**config.mk**
```make
export PLATFORM = sky130hd
export DESIGN_NAME = irh_handler
export DESIGN_NICKNAME = d
export VERILOG_FILES = /design/src/hw/irh_pkg.sv /design/src/hw/irh_arbiter.sv /design/src/hw/irh_handler.sv
export SDC_FILE = /design/constraint.sdc
export NUM_CORES = 1
export LEC_CHECK = 0
export ABC_AREA = 1
export BUFFER_PORTS_ARGS = -buffer_cell sky130_fd_sc_hd__buf_2
export CAP_MARGIN = 20
export CORE_ASPECT_RATIO = 2
export CORE_MARGIN = 2
export CORE_UTILIZATION = 40
export CTS_BUF_LIST = sky130_fd_sc_hd__clkbuf_4 sky130_fd_sc_hd__clkbuf_8
export CTS_CLUSTER_DIAMETER = 120
export DETAILED_ROUTE_END_ITERATION = 12
export PLACE_DENSITY = 0.7
export SYNTH_ARGS = -nofsm -noshare
export SYNTH_HDL_FRONTEND = slang
export SYNTH_SLANG_ARGS = --single-unit
```
**constraint.sdc**
```tcl
create_clock -name ref_clk -period 4.4 [get_ports ref_clk]
set_clock_uncertainty 0.1 [all_clocks]
set_input_delay 0.66 -clock ref_clk [delete_from_list [all_inputs] [get_ports ref_clk]]
set_output_delay 0.66 -clock ref_clk [all_outputs]
set_load 0.02 [all_outputs]
```
**src/hw/irh_pkg.sv**
```systemverilog
// Constants for the interrupt request handler: sizes, reset values, tables.
// Assumes one system clock; every user of these names imports the package.
package irh_pkg;

	// Number of interrupt sources and width of a source index
	localparam int          NSRC      = 15;
	localparam int          SRC_W     = 4;
	localparam int          VEC_W     = 16;

	// Enable register layout: bit 7 is the global enable, bits 6:0 enable sources 0 to 6
	localparam int          GE_BIT    = 7;
	localparam int          BASE_SRCS = 7;
	localparam logic [7:0]  IER_RST   = 8'h00;
	localparam logic [7:0]  EXT_RST   = 8'h00;
	localparam logic [14:0] PRIO_RST  = 15'h0000;
	localparam logic [14:0] PEND_RST  = 15'h0000;

	// Sources whose flag is cleared by the handler on vectoring
	localparam logic [14:0] AUTO_CLR  = 15'h000f;

	// Vector per source number (parameter table, varies by device variant)
	localparam logic [NSRC-1:0][VEC_W-1:0] VEC_TABLE = {
		16'h0073, 16'h006b, 16'h0063, 16'h005b, 16'h0053, 16'h004b, 16'h0043, 16'h003b,
		16'h0033, 16'h002b, 16'h0023, 16'h001b, 16'h0013, 16'h000b, 16'h0003};

	// Source number at each arbitration rank, rank 0 wins among equals
	localparam logic [NSRC-1:0][SRC_W-1:0] ORDER_TABLE = {
		4'he, 4'hd, 4'hc, 4'hb, 4'ha, 4'h9, 4'h8, 4'h7,
		4'h6, 4'h5, 4'h4, 4'h3, 4'h2, 4'h1, 4'h0};

	// Sequencer states
	typedef enum logic [0:0] {
		IRH_RUN  = 1'b0, // Vectoring allowed at an instruction boundary
		IRH_HOLD = 1'b1  // One instruction must run after a return
	} irh_fsm_t;

endpackage : irh_pkg
```
**src/hw/irh_arbiter.sv**
```systemverilog
// Fixed-order two-level arbiter over the enabled pending sources.
// Assumes pending, enable and priority vectors are registered upstream.
`timescale 1ns/1ps
`default_nettype none
module irh_arbiter
	import irh_pkg::*;
(
	input  wire logic [NSRC-1:0]  pend,  // Pending flags
	input  wire logic [NSRC-1:0]  en,    // Effective enables, global already applied
	input  wire logic [NSRC-1:0]  prio,  // One selects high level
	output logic                  valid, // Some candidate exists
	output logic [SRC_W-1:0]      src,   // Winning source number
	output logic                  level  // Level of the winner
);

	// Scan ranks backwards so the lowest rank of the highest level is kept last
	always_comb begin
		logic [SRC_W-1:0] s;
		s     = '0;
		valid = 1'b0;
		src   = '0;
		level = 1'b0;
		// Low level pass first, the high pass overrides it
		for (int lv = 0; lv < 2; lv++) begin
			for (int r = NSRC - 1; r >= 0; r--) begin
				s = ORDER_TABLE[r];
				if (pend[s] && en[s] && (prio[s] == lv[0])) begin // [RULE14] [RULE1]
					valid = 1'b1;
					src   = s;
					level = lv[0];
				end
			end
		end
	end

endmodule : irh_arbiter
`default_nettype wire

```
**src/hw/irh_handler.sv**
```systemverilog
// Interrupt request handler top: pending flags, enables, priorities, vectoring.
// Assumes the core pulses instr_boundary as each instruction completes and
// return_from_interrupt as its return instruction completes.
//
// Notes on behaviour
// [RULE1] Many sources, each on one of two levels
// [RULE2] Source condition sets its pending flag to one
// [RULE3] Request needs global and source enable both set
// [RULE4] Vector by long call after current instruction
// [RULE5] Service routine ends with return, resuming flow
// [RULE6] Disabled source flag is ignored, no vectoring
// [RULE7] Flags set whether or not source enabled
// [RULE8] Chosen sources auto-cleared when the call vectors
// [RULE9] Software clears other flags before returning
// [RULE10] Still-set flag re-enters after one instruction
// [RULE11] Global enable bit seven gates every source
// [RULE12] Requests held pending while global enable low
// [RULE13] High preempts low; high never preempted
// [RULE14] Higher level wins, then fixed source order
// [RULE15] Vectors and order kept in a table
// [RULE16] Reset clears enables, global enable, priorities
`timescale 1ns/1ps
`default_nettype none
module irh_handler
	import irh_pkg::*;
(
	input  wire logic              ref_clk,               // System clock, 25 MHz
	input  wire logic              rst_b,                 // Asynchronous reset, active low
	input  wire logic [NSRC-1:0]   src_event,             // Source conditions, one per source
	input  wire logic [NSRC-1:0]   flag_set,              // Software sets flags
	input  wire logic [NSRC-1:0]   flag_clr,              // Software clears flags
	input  wire logic              ier_wr,                // Write the enable register
	input  wire logic [7:0]        ier_wdata,             // Global enable and sources 0..6
	input  wire logic              ext_en_wr,             // Write the extended enables
	input  wire logic [7:0]        ext_en_wdata,          // Sources 7..14
	input  wire logic              prio_wr,               // Write all priority bits
	input  wire logic [NSRC-1:0]   prio_wdata,            // One selects high level
	input  wire logic              instr_boundary,        // Current instruction completes
	input  wire logic              return_from_interrupt, // Return instruction completes
	output logic [7:0]             interrupt_enable_register, // Enable register readback
	output logic [7:0]             ext_enable,            // Extended enable readback
	output logic [NSRC-1:0]        prio_level,            // Priority readback
	output logic [NSRC-1:0]        pending,               // Pending flags for polling
	output logic                   long_subroutine_call,  // One-cycle vector strobe
	output logic [VEC_W-1:0]       vector_addr,           // Vector of the last call
	output logic [SRC_W-1:0]       call_src,              // Source of the last call
	output logic                   in_service_low,        // Low-level routine running
	output logic                   in_service_high        // High-level routine running
);

	// Whole state of the handler
	typedef struct packed {
		logic [7:0]        ier;     // Global enable at bit 7, base enables below
		logic [7:0]        ext_en;  // Extended enables
		logic [NSRC-1:0]   prio;    // Level select per source
		logic [NSRC-1:0]   pend;    // Pending flags
		logic              in_low;  // Low routine active (may be preempted)
		logic              in_high; // High routine active
		irh_fsm_t          fsm;     // Run or hold-one-instruction
		logic              call;    // Vector strobe
		logic [VEC_W-1:0]  vec;     // Vector address
		logic [SRC_W-1:0]  src;     // Vectored source
		logic              lvl;     // Level of the vectored source
	} irh_state_t;

	localparam irh_state_t ST_RST = '{
		ier: IER_RST, ext_en: EXT_RST, prio: PRIO_RST, pend: PEND_RST,
		in_low: 1'b0, in_high: 1'b0, fsm: IRH_RUN, call: 1'b0,
		vec: '0, src: '0, lvl: 1'b0};

	irh_state_t        st_reg;     // Registered state
	irh_state_t        st_next;    // Next state
	logic [1:0]        rst_sync;   // Reset release synchroniser
	logic              rst_n_int;  // Synchronised reset, active low
	logic [NSRC-1:0]   eff_en;     // Enables with the global gate applied
	logic              arb_valid;  // Arbiter found a candidate
	logic [SRC_W-1:0]  arb_src;    // Arbiter winner
	logic              arb_level;  // Winner level
	logic              may_vector; // Level permits vectoring now

	// Release reset through two flops so all state leaves reset on one edge
	always_ff @(posedge ref_clk or negedge rst_b) begin
		if (!rst_b) begin
			rst_sync <= 2'b00;
		end else begin
			rst_sync <= {rst_sync[0], 1'b1};
		end
	end
	assign rst_n_int = rst_sync[1];

	// Global gate blocks every source regardless of its own bit
	assign eff_en = st_reg.ier[GE_BIT] ? {st_reg.ext_en, st_reg.ier[BASE_SRCS-1:0]}
	                                   : '0; // [RULE11] [RULE3] [RULE6]

	irh_arbiter u_arb (
		.pend  (st_reg.pend),
		.en    (eff_en),
		.prio  (st_reg.prio),
		.valid (arb_valid),
		.src   (arb_src),
		.level (arb_level)
	);

	// Idle core takes any level; low routine only yields to high; high never
	assign may_vector = !st_reg.in_high && (!st_reg.in_low || arb_level); // [RULE13]

	// Next-state logic
	always_comb begin
		st_next      = st_reg;
		st_next.call = 1'b0;
		// Configuration writes
		if (ier_wr) begin
			st_next.ier = ier_wdata;
		end
		if (ext_en_wr) begin
			st_next.ext_en = ext_en_wdata;
		end
		if (prio_wr) begin
			st_next.prio = prio_wdata;
		end
		// Software clear first so any set in the same cycle wins
		st_next.pend = st_reg.pend & ~flag_clr;
		// Vector only at a boundary, never in the return cycle or the held instruction
		case (st_reg.fsm)
			IRH_RUN: begin
				if (return_from_interrupt) begin
					st_next.fsm = IRH_HOLD; // [RULE10] [RULE5]
				end else if (instr_boundary && arb_valid && may_vector) begin // [RULE4] [RULE12]
					st_next.call = 1'b1;
					st_next.vec  = VEC_TABLE[arb_src]; // [RULE15]
					st_next.src  = arb_src;
					st_next.lvl  = arb_level;
					if (arb_level) begin
						st_next.in_high = 1'b1;
					end else begin
						st_next.in_low = 1'b1;
					end
					if (AUTO_CLR[arb_src]) begin
						st_next.pend[arb_src] = 1'b0; // [RULE8]
					end
				end
			end
			IRH_HOLD: begin
				// The one instruction after a return runs; then requests are taken again
				if (instr_boundary && !return_from_interrupt) begin
					st_next.fsm = IRH_RUN; // [RULE10]
				end
			end
			default: begin
				st_next.fsm = IRH_RUN;
			end
		endcase
		// Return ends the innermost routine, high before low
		if (return_from_interrupt) begin
			if (st_reg.in_high) begin
				st_next.in_high = 1'b0; // [RULE5] [RULE13]
			end else begin
				st_next.in_low = 1'b0;
			end
		end
		// Source and software sets win over every clear, enabled or not
		st_next.pend = st_next.pend | src_event | flag_set; // [RULE2] [RULE7]
	end

	// State register; reset clears enables and priorities
	always_ff @(posedge ref_clk or negedge rst_n_int) begin
		if (!rst_n_int) begin
			st_reg <= ST_RST; // [RULE16]
		end else begin
			st_reg <= st_next;
		end
	end

	// Outputs straight from the state flops
	assign interrupt_enable_register = st_reg.ier;
	assign ext_enable                = st_reg.ext_en;
	assign prio_level                = st_reg.prio;
	assign pending                   = st_reg.pend;
	assign long_subroutine_call      = st_reg.call;
	assign vector_addr               = st_reg.vec;
	assign call_src                  = st_reg.src;
	assign in_service_low            = st_reg.in_low;
	assign in_service_high           = st_reg.in_high;

	// Checks on flag setting and the vectoring decisions

	property p_call_needs_global;
		@(posedge ref_clk) disable iff (!rst_n_int)
		st_reg.call |-> $past(st_reg.ier[GE_BIT]);
	endproperty
	a_call_needs_global: assert property (p_call_needs_global) // [RULE11]
		else $error("Vector taken with global enable low");

	property p_call_needs_source_en;
		@(posedge ref_clk) disable iff (!rst_n_int)
		// Index the sampled vectors with the source of this call, not the one before it
		st_reg.call |-> ((($past(eff_en) & $past(st_reg.pend)) >> st_reg.src) & 15'h0001) != 15'h0000;
	endproperty
	a_call_needs_source_en: assert property (p_call_needs_source_en) // [RULE3]
		else $error("Vector taken for a disabled or idle source");

	property p_flag_sets_always;
		@(posedge ref_clk) disable iff (!rst_n_int)
		(|src_event) |=> ((st_reg.pend & $past(src_event)) == $past(src_event));
	endproperty
	a_flag_sets_always: assert property (p_flag_sets_always) // [RULE7]
		else $error("Source event did not set its flag");

	property p_call_at_boundary;
		@(posedge ref_clk) disable iff (!rst_n_int)
		st_reg.call |-> $past(instr_boundary) && !$past(return_from_interrupt);
	endproperty
	a_call_at_boundary: assert property (p_call_at_boundary) // [RULE4]
		else $error("Vector not at an instruction boundary");

	property p_autoclear;
		@(posedge ref_clk) disable iff (!rst_n_int)
		// A set in the vectoring cycle wins, so only calls without one are judged
		st_reg.call && AUTO_CLR[st_reg.src]
			&& ((($past(src_event) | $past(flag_set)) >> st_reg.src) & 15'h0001) == 15'h0000
			|-> !st_reg.pend[st_reg.src];
	endproperty
	a_autoclear: assert property (p_autoclear) // [RULE8]
		else $error("Auto-cleared flag still set after vectoring");

	property p_one_instr_after_return;
		@(posedge ref_clk) disable iff (!rst_n_int)
		// Neither the return cycle nor the held instruction may vector
		return_from_interrupt |=> (!st_reg.call) [*2];
	endproperty
	a_one_instr_after_return: assert property (p_one_instr_after_return) // [RULE10]
		else $error("Re-entered before one instruction ran");

	property p_high_not_preempted;
		@(posedge ref_clk) disable iff (!rst_n_int)
		st_reg.call |-> !$past(st_reg.in_high);
	endproperty
	a_high_not_preempted: assert property (p_high_not_preempted) // [RULE13]
		else $error("High routine was preempted");

	property p_low_preempt_by_high;
		@(posedge ref_clk) disable iff (!rst_n_int)
		st_reg.call && $past(st_reg.in_low) |-> st_reg.lvl && st_reg.in_high;
	endproperty
	a_low_preempt_by_high: assert property (p_low_preempt_by_high) // [RULE13]
		else $error("Low routine preempted by equal level");

	property p_high_wins;
		@(posedge ref_clk) disable iff (!rst_n_int)
		st_reg.call && !st_reg.lvl |-> (($past(st_reg.pend) & $past(eff_en) & $past(st_reg.prio)) == '0);
	endproperty
	a_high_wins: assert property (p_high_wins) // [RULE14]
		else $error("Low source won over a high candidate");

	property p_gated_hold;
		@(posedge ref_clk) disable iff (!rst_n_int)
		!st_reg.ier[GE_BIT] |=> !st_reg.call;
	endproperty
	a_gated_hold: assert property (p_gated_hold) // [RULE12]
		else $error("Vector while globally disabled");

endmodule : irh_handler
`default_nettype wire

```
; Word-level counts from Yosys, hierarchy flattened
; Memory sizes are Yosys's and may differ from the RTL's.
; Index checks and enable logic that the tools add are counted.
[op_classes]
reduce_logical = 55
n_bitwise = 23
magnitude_cmp = 2
n_mux = 95
[ops]
columns = cell, count
row1 = $mux W4, 30
row2 = $mux W22, 3
row3 = $mux W1, 53
row4 = $mux W17, 3
row5 = $logic_and A1 B1 Y1, 50
row6 = $and A15 B15 Y15, 2
row7 = $mux W15, 2
row8 = $not A15 Y15, 2
row9 = $or A15 B15 Y15, 2
row10 = $not A1 Y1, 17
row11 = $mux W16, 1
row12 = $lt A4 B5 Y1 const B, 1
row13 = $demux W1 S4, 1
row14 = $ge A4 B1 Y1 const B, 1
row15 = $logic_not A1 Y1, 3
row16 = $reduce_and A3 Y1, 1
row17 = $mux W2, 1
row18 = $pmux W1 S2, 1
row19 = $logic_or A1 B1 Y1, 1
[totals]
n_memories = 2
elab_cells = 189
out_inout_bits = 69
romBits = 272
in_bits = 83
reg_bits = 73
[mem_list]
columns = memory, depth, word_bits, read_ports, rd_ports_with_merged_regs, write_ports, line
row1 = (name not given), 16, 16, 1, 0, 0, irh_handler.sv:130  ; st_next.vec = VEC_TABLE[arb_src];
row2 = (name not given), 16, 1, 1, 0, 0, irh_handler.sv:138  ; if (AUTO_CLR[arb_src]) begin

; Depth between registers and ports, before layout
; Gate-level depths: netlist of the first run.
[depth]
depth_word = 45
mapped_depth = 33
mapped_depth_nobuf = 32

; By module
; From an unflattened synthesis of the first run, not the netlist that was laid out.
[unflattened]
hier_cells = 418
hier_area_um2 = 3435.8
[by_module_without_submodules]
columns = mod, area_each_um2, n_inst, cells_each
row1 = irh_handler, 2869.0, 1, 293
row2 = irh_arbiter, 566.8, 1, 125

; Worst setup path before layout of the first run
; Ideal clock, no wire load.
[synth_path]
path_type = reg2reg
startpoint = register st_reg (netlist bit interrupt_enable_register[7])
endpoint = register st_reg (netlist bit pending[1])
t_required_ns = 4.183
setup_slack_ns = 2.209
arrival_ns = 1.974
setup_time_ns = 0.117
synth_period_minus_slack_ns = 2.191
stages_incl_launch_ff = 14
path_cell_list = dfrtp_1 > buf_6 > buf_6 > nand3_1 > nor2_1 > nor4_2 > o21ai_0 > nand2_1 > a21oi_1 > or2_0 > a31oi_1 > nand4_1 > nand2_1 > nand2_1
[synth_rtl]
columns = item, line
row1 = from (decl), irh_handler.sv:71  ; irh_state_t st_reg;
row2 = from (signal assigned), irh_handler.sv:170  ; st_reg <= st_next;

==> flow_summary.json, run 1 <==
{
  "critPathArrivalTime_ns": 3.02,
  "hp-start": "rst_sync[0]",
  "cts_max_level": 3,
  "synth_seq_cells": 58,
  "fmax_ghz": 0.347,
  "cts_tree": "built",
  "layout_common_cells": "141 x buf_2, 71 x nand2_1, 60 x inv_1",
  "track_usage": 0.187,
  "cp_max_fo": 20,
  "final_area_um2": 3900,
  "syn2layout_area_growth_pct": 16.3,
  "antenna_cells": 0,
  "crit_type": "reg2reg",
  "antenna_found_initial": 0,
  "drt-met1-wl_um": 2580,
  "start_util": 0.407,
  "num_rows": 47,
  "max-slew-margin-rel": 0.537,
  "holdWs_ns": 0.254,
  "die_y_um": 133,
  "yosysWarnings": 0,
  "core-area_um2": 8230,
  "place_ws_ns": 1.52,
  "layout_commonest_cell": "buf_2",
  "power_density_nw_per_um2": 403,
  "outcome": "finished, final reports clean",
  "fillers": 855,
  "wl_per_cell_um": 12.9,
  "seq_area_frac_synth": 0.433,
  "gr-total-overflow": 0,
  "ant_nets": 0,
  "critPathCaptureType": "flip-flop",
  "leakagePower_nw": 2.15,
  "dieArea_um2": 9170,
  "first_pass_iters": 4,
  "ys_types": 26,
  "routed-wl-met2_um": 4730,
  "rsz0062_at_grt": "false",
  "clock_path_buffers": 2,
  "drv_cap": 0,
  "worstSetupStartpoint": "interrupt_enable_register[7]",
  "drtIter0Drc": 120,
  "final.setup.tns_ns": 0,
  "syn_area_per_cell_um2": 8.00,
  "cts_buffers": 9,
  "hold_class": "reg2reg",
  "drc": 0,
  "worst_slack_ns": 1.52,
  "vias_per_cell": 4.63,
  "via_count": 2831,
  "peakVddDrop_mv": 0.182,
  "worst_r2r_startpoint": "interrupt_enable_register[7]",
  "hold_violations": 0,
  "netlist_instances": 419,
  "io_pins": 152,
  "route.met3.wl_um": 361,
  "root_buffer": "clkbuf_8",
  "grt_pass1_vias": 2788,
  "grt_max_degree": 57,
  "clkTransAtPathRegs_ns": 0.06,
  "highest_layer": "met4",
  "clock_latency_ns": 0.35,
  "slew_viol_final": 0,
  "setup_violations": 0,
  "cts.sinks": 58,
  "drive_above_1_share": 0.358,
  "finalCritPeriodShare": 0.655,
  "tightest_slew_ns": 0.695,
  "io_buffers": 141,
  "layout.nets": 592,
  "min_period_ns": 2.88,
  "hpwl_um": 6480,
  "cp-start-kind": "flip-flop",
  "total_power_mw": 1.57,
  "drt_wl_total_um": 7910,
  "syn_area_um2": 3350,
  "critical_path_required_ns": 4.54,
  "grt_pass1_wl_um": 12500,
  "dpl-instance-area_um2": 3690,
  "gp_congestion": 0.806,
  "die_w_um": 68.7
}
Yosys cell counts (all sizes together):
master   n  share of area
a21oi    3         0.0045
a311oi   1         0.0026
a31oi    1         0.0019
buf     68           0.15
clkbuf   5         0.0056
conb     2         0.0022
dfrtp   58           0.43
inv     61          0.068
mux2    16          0.054
nand2   73          0.083
nand3   22          0.037
nand4    7          0.013
nor2    60          0.068
nor3     1         0.0015
nor4     2         0.0075
o211ai   1         0.0022
o21a     1         0.0022
o21ai   34          0.051
o311ai   1         0.0049
or2      2         0.0037
where the power goes:
group	switching, mW	leakage, nW	internal (mW)
clock network	0.210	0.105	0.289
logic	0.276	1.38	0.156
registers	0.0497	0.659	0.593
total	0.536	2.15	1.04
final timing paths:
| kind | to | slack [ns] | cells past startpoint |
|---|---|---|---|
| max in group asynchronous | vector_addr[3] | 3.45 | 1 |
| worst min-delay path | rst_sync[1] | 0.25 | 0 |
| min in group asynchronous | pending[5] | 0.29 | 1 |
| worst max register to register | pending[1] | 1.52 | 17 |
| worst max-delay path | pending[1] | 1.52 | 17 |
| worst min register to register | rst_sync[1] | 0.25 | 0 |
through the flow:
| stage | utilization | cells |
|---|---|---|
| 6_report | 0.474 | 612 |
| 3_3_place_gp | 0.448 | 595 |
| 2_1_floorplan | - | 428 |
| 4_1_cts | 0.474 | 612 |
| 3_5_place_dp | 0.448 | 595 |
| 5_1_grt | 0.474 | 612 |
cells by family after synthesis:
logic type / after synthesis / synth area share
AOI/OAI and AO/OA: 42 / 0.0691
buffers and inverters: 134 / 0.228
DFF: 58 / 0.433
muxes: 16 / 0.0538
other: 2 / 0.00224
and+or+nand+nor: 167 / 0.214
cell type report:
| class | count | area, µm² | share of cell area |
|---|---|---|---|
| Tap cell | 98 | 123 | 0.0314 |
| Multi-Input combinational cell | 236 | 1170 | 0.300 |
| Sequential cell | 58 | 1450 | 0.372 |
| Clock buffer | 11 | 151 | 0.0388 |
| Inverter | 61 | 229 | 0.0587 |
| Clock inverter | 5 | 52.6 | 0.0135 |
| Timing Repair Buffer | 143 | 723 | 0.185 |
what timing repair did:
item | CTS | global route
gates resized for setup | 0 | 0
hold buffers | 1 | 0
buffers inserted | 0 | 0
hold endpoints to repair | 2 | 0
metal layers:
layer	vias up	global-route usage
li1	1416	-
met1	1312	0.172
met2	91	0.351
met3	12	0.0448
met4	0	0.100
met5	-	0
worst max-delay path: stages (launching register included):
cell,delay (ns)
dfrtp_1,0.77
nand3_4,0.14
o21ai_0,0.24
nor3_1,0.08
o21ai_0,0.20
nand3_1,0.10
nand3_1,0.08
nand3_1,0.07
a21oi_1,0.12
o21ai_0,0.09
nand2_1,0.08
nand2_1,0.06
nand2_1,0.06
nand2_1,0.06
a21oi_1,0.27
nand4_1,0.13
nand2_1,0.08
nand2_1,0.05
No activity file was read; power rests on OpenSTA's default activity.
==> inputs of run 2 (changes only) <==
--- a/config.mk
+++ b/config.mk
@@ -14,7 +14,7 @@
 export CTS_BUF_LIST = sky130_fd_sc_hd__clkbuf_4 sky130_fd_sc_hd__clkbuf_8
 export CTS_CLUSTER_DIAMETER = 120
 export DETAILED_ROUTE_END_ITERATION = 12
-export PLACE_DENSITY = 0.7
+export PLACE_DENSITY = 0.73
 export SYNTH_ARGS = -nofsm -noshare
 export SYNTH_HDL_FRONTEND = slang
 export SYNTH_SLANG_ARGS = --single-unit
==> constraint.sdc (replaced) <==
create_clock -name ref_clk -period 2.4 [get_ports ref_clk]
set_clock_uncertainty 0.1 [all_clocks]
set_input_delay 0.36 -clock ref_clk [delete_from_list [all_inputs] [get_ports ref_clk]]
set_output_delay 0.36 -clock ref_clk [all_outputs]
set_load 0.02 [all_outputs]
==> flow_summary.json, run 2 (synthesis gave the netlist of run 1 again) <==
{
  "min_period_ns": 2.48,
  "first_pass_iters": 4,
  "hpwl_um": 6710,
  "setup_violations": 7,
  "violations": "setup timing",
  "clock_latency_ns": 0.34,
  "grt_max_degree": 31,
  "holdWs_ns": 0.110,
  "worst_slack_ns": -0.0820,
  "ant_nets": 0,
  "fmax_ghz": 0.403,
  "final.setup.tns_ns": -0.307,
  "crit_type": "reg2reg",
  "track_usage": 0.196,
  "outcome": "complete, but fails checks",
  "critPathCaptureType": "flip-flop",
  "rsz0062_at_grt": "true",
  "critPathArrivalTime_ns": 2.61,
  "final_util": 0.486,
  "met2_usage": 0.362,
  "cp_max_fo": 5,
  "grt_pass1_vias": 2942,
  "total_power_mw": 2.78,
  "core-area_um2": 8230,
  "cts_tree": "built",
  "drive_above_1_share": 0.378,
  "syn2layout_area_growth_pct": 19.4,
  "fillers": 835,
  "cts_max_level": 3,
  "layout_commonest_cell": "buf_2",
  "cp-start-kind": "flip-flop",
  "vias_per_cell": 4.61,
  "layout.nets": 603,
  "drt_wl_total_um": 8200,
  "reg2reg_depth": 14,
  "root_buffer": "clkbuf_8",
  "hold_violations": 0,
  "gp_congestion": 0.823,
  "layout_common_cells": "141 x buf_2, 71 x nand2_1, 60 x inv_1",
  "use_met1": 0.182,
  "max-slew-margin-rel": 0.542,
  "antenna_found_initial": 0,
  "cts_buffers": 9,
  "tightest_slew_ns": 0.687,
  "leakagePower_nw": 2.20,
  "io_pins": 152,
  "peakVddDrop_mv": 0.340,
  "multiInputGateArea_um2": 1190,
  "wl_per_cell_um": 13.2,
  "power_density_nw_per_um2": 693,
  "slew_viol_final": 0,
  "place_ws_ns": -0.0845,
  "top_usage_layer": "met2",
  "die_y_um": 133,
  "start_util": 0.407,
  "grt_pass1_wl_um": 13200,
  "hold_depth": 2,
  "hold_class": "in2reg",
  "grt.met3_usage": 0.0507,
  "cts.sinks": 58,
  "via_count": 2867,
  "clock_path_buffers": 2,
  "dieArea_um2": 9170,
  "io_buffers": 141,
  "finalCritPeriodShare": 1.03,
  "critical_path_required_ns": 2.53,
  "clkTransAtPathRegs_ns": 0.07,
  "drc": 0,
  "num_rows": 47,
  "antenna_cells": 0,
  "drv_cap": 0,
  "seqCellArea_um2": 1450,
  "die_w_um": 68.7,
  "drtIter0Drc": 112,
  "gr-total-overflow": 0
}
==> run 2: cell types whose count changed in the layout (fill, tap and decap cells not counted), moves of 2 or more <==
cell and delta:
clkbuf_4 +2, nor2_1 -2, buf_4 +7, buf_12 +2, nor2_2 +2, clkbuf_8 -2
==> run 2: repair_timing <==
action                                  in CTS  in global routing
hold buffers                                 1                  0
endpoints found under the setup margin       4                 10
pin swaps                                    1                  2
hold endpoints to repair                     2                  0
gates resized for setup                      4                  2
gates cloned                                 0                  1
setup buffers                                1                  1
==> run 2: power by group <==
group          switching (mW)  internal (mW)  total, mW
combinational           0.519          0.331      0.850
sequential             0.0958           1.09       1.18
clock                   0.358          0.384      0.742
==> run 2: worst max-delay path, cell delays in order (launching register included) <==
cell and delay, ns:
dfrtp_2 0.45, clkbuf_16 0.17, nand3_1 0.09, nor2_1 0.07
buf_4 0.14, nor4_4 0.31, o21ai_0 0.14, nand2_1 0.07
a21oi_1 0.05, or2_0 0.22, a31oi_1 0.18, buf_4 0.16
nand4_1 0.11, nand2_1 0.08, nand2_1 0.04
==> run 2: layout make-up <==
type,instances,share of cell area
flip-flops and latches,58,0.363
multi-input cells,236,0.296
repair buffers,154,0.213
inverters,61,0.0572
clock buffers,11,0.0347
well taps,98,0.0306
clock inverters,4,0.00500
==> run 2: stage by stage <==
| stage | std cells | cell area (µm²) |
|---|---|---|
| global route | 622 | 4000 |
| floorplan | 428 | 3390 |
| CTS | 620 | 3970 |
| global placement | 603 | 3770 |
| finish | 622 | 4000 |
| detailed placement | 603 | 3770 |
==> run 2: routing by layer <==
layer,vias to the layer above,share of wire
met5,-,0
met4,0,0.035
met2,98,0.59
met1,1320,0.33
li1,1431,-
met3,18,0.044
==> run 2: path summary, 6_finish.rpt <==
path | from | endpoint | slack (ns)
worst max register to register | interrupt_enable_register[7] | pending[3] | -0.08
worst max-delay path | interrupt_enable_register[7] | pending[3] | -0.08
min in group asynchronous | rst_sync[1] | interrupt_enable_register[4] | 0.22
worst min-delay path | flag_clr[8] | pending[8] | 0.11
worst min register to register | rst_sync[1] | interrupt_enable_register[4] | 0.22
max in group asynchronous | rst_sync[1] | prio_level[14] | 1.40
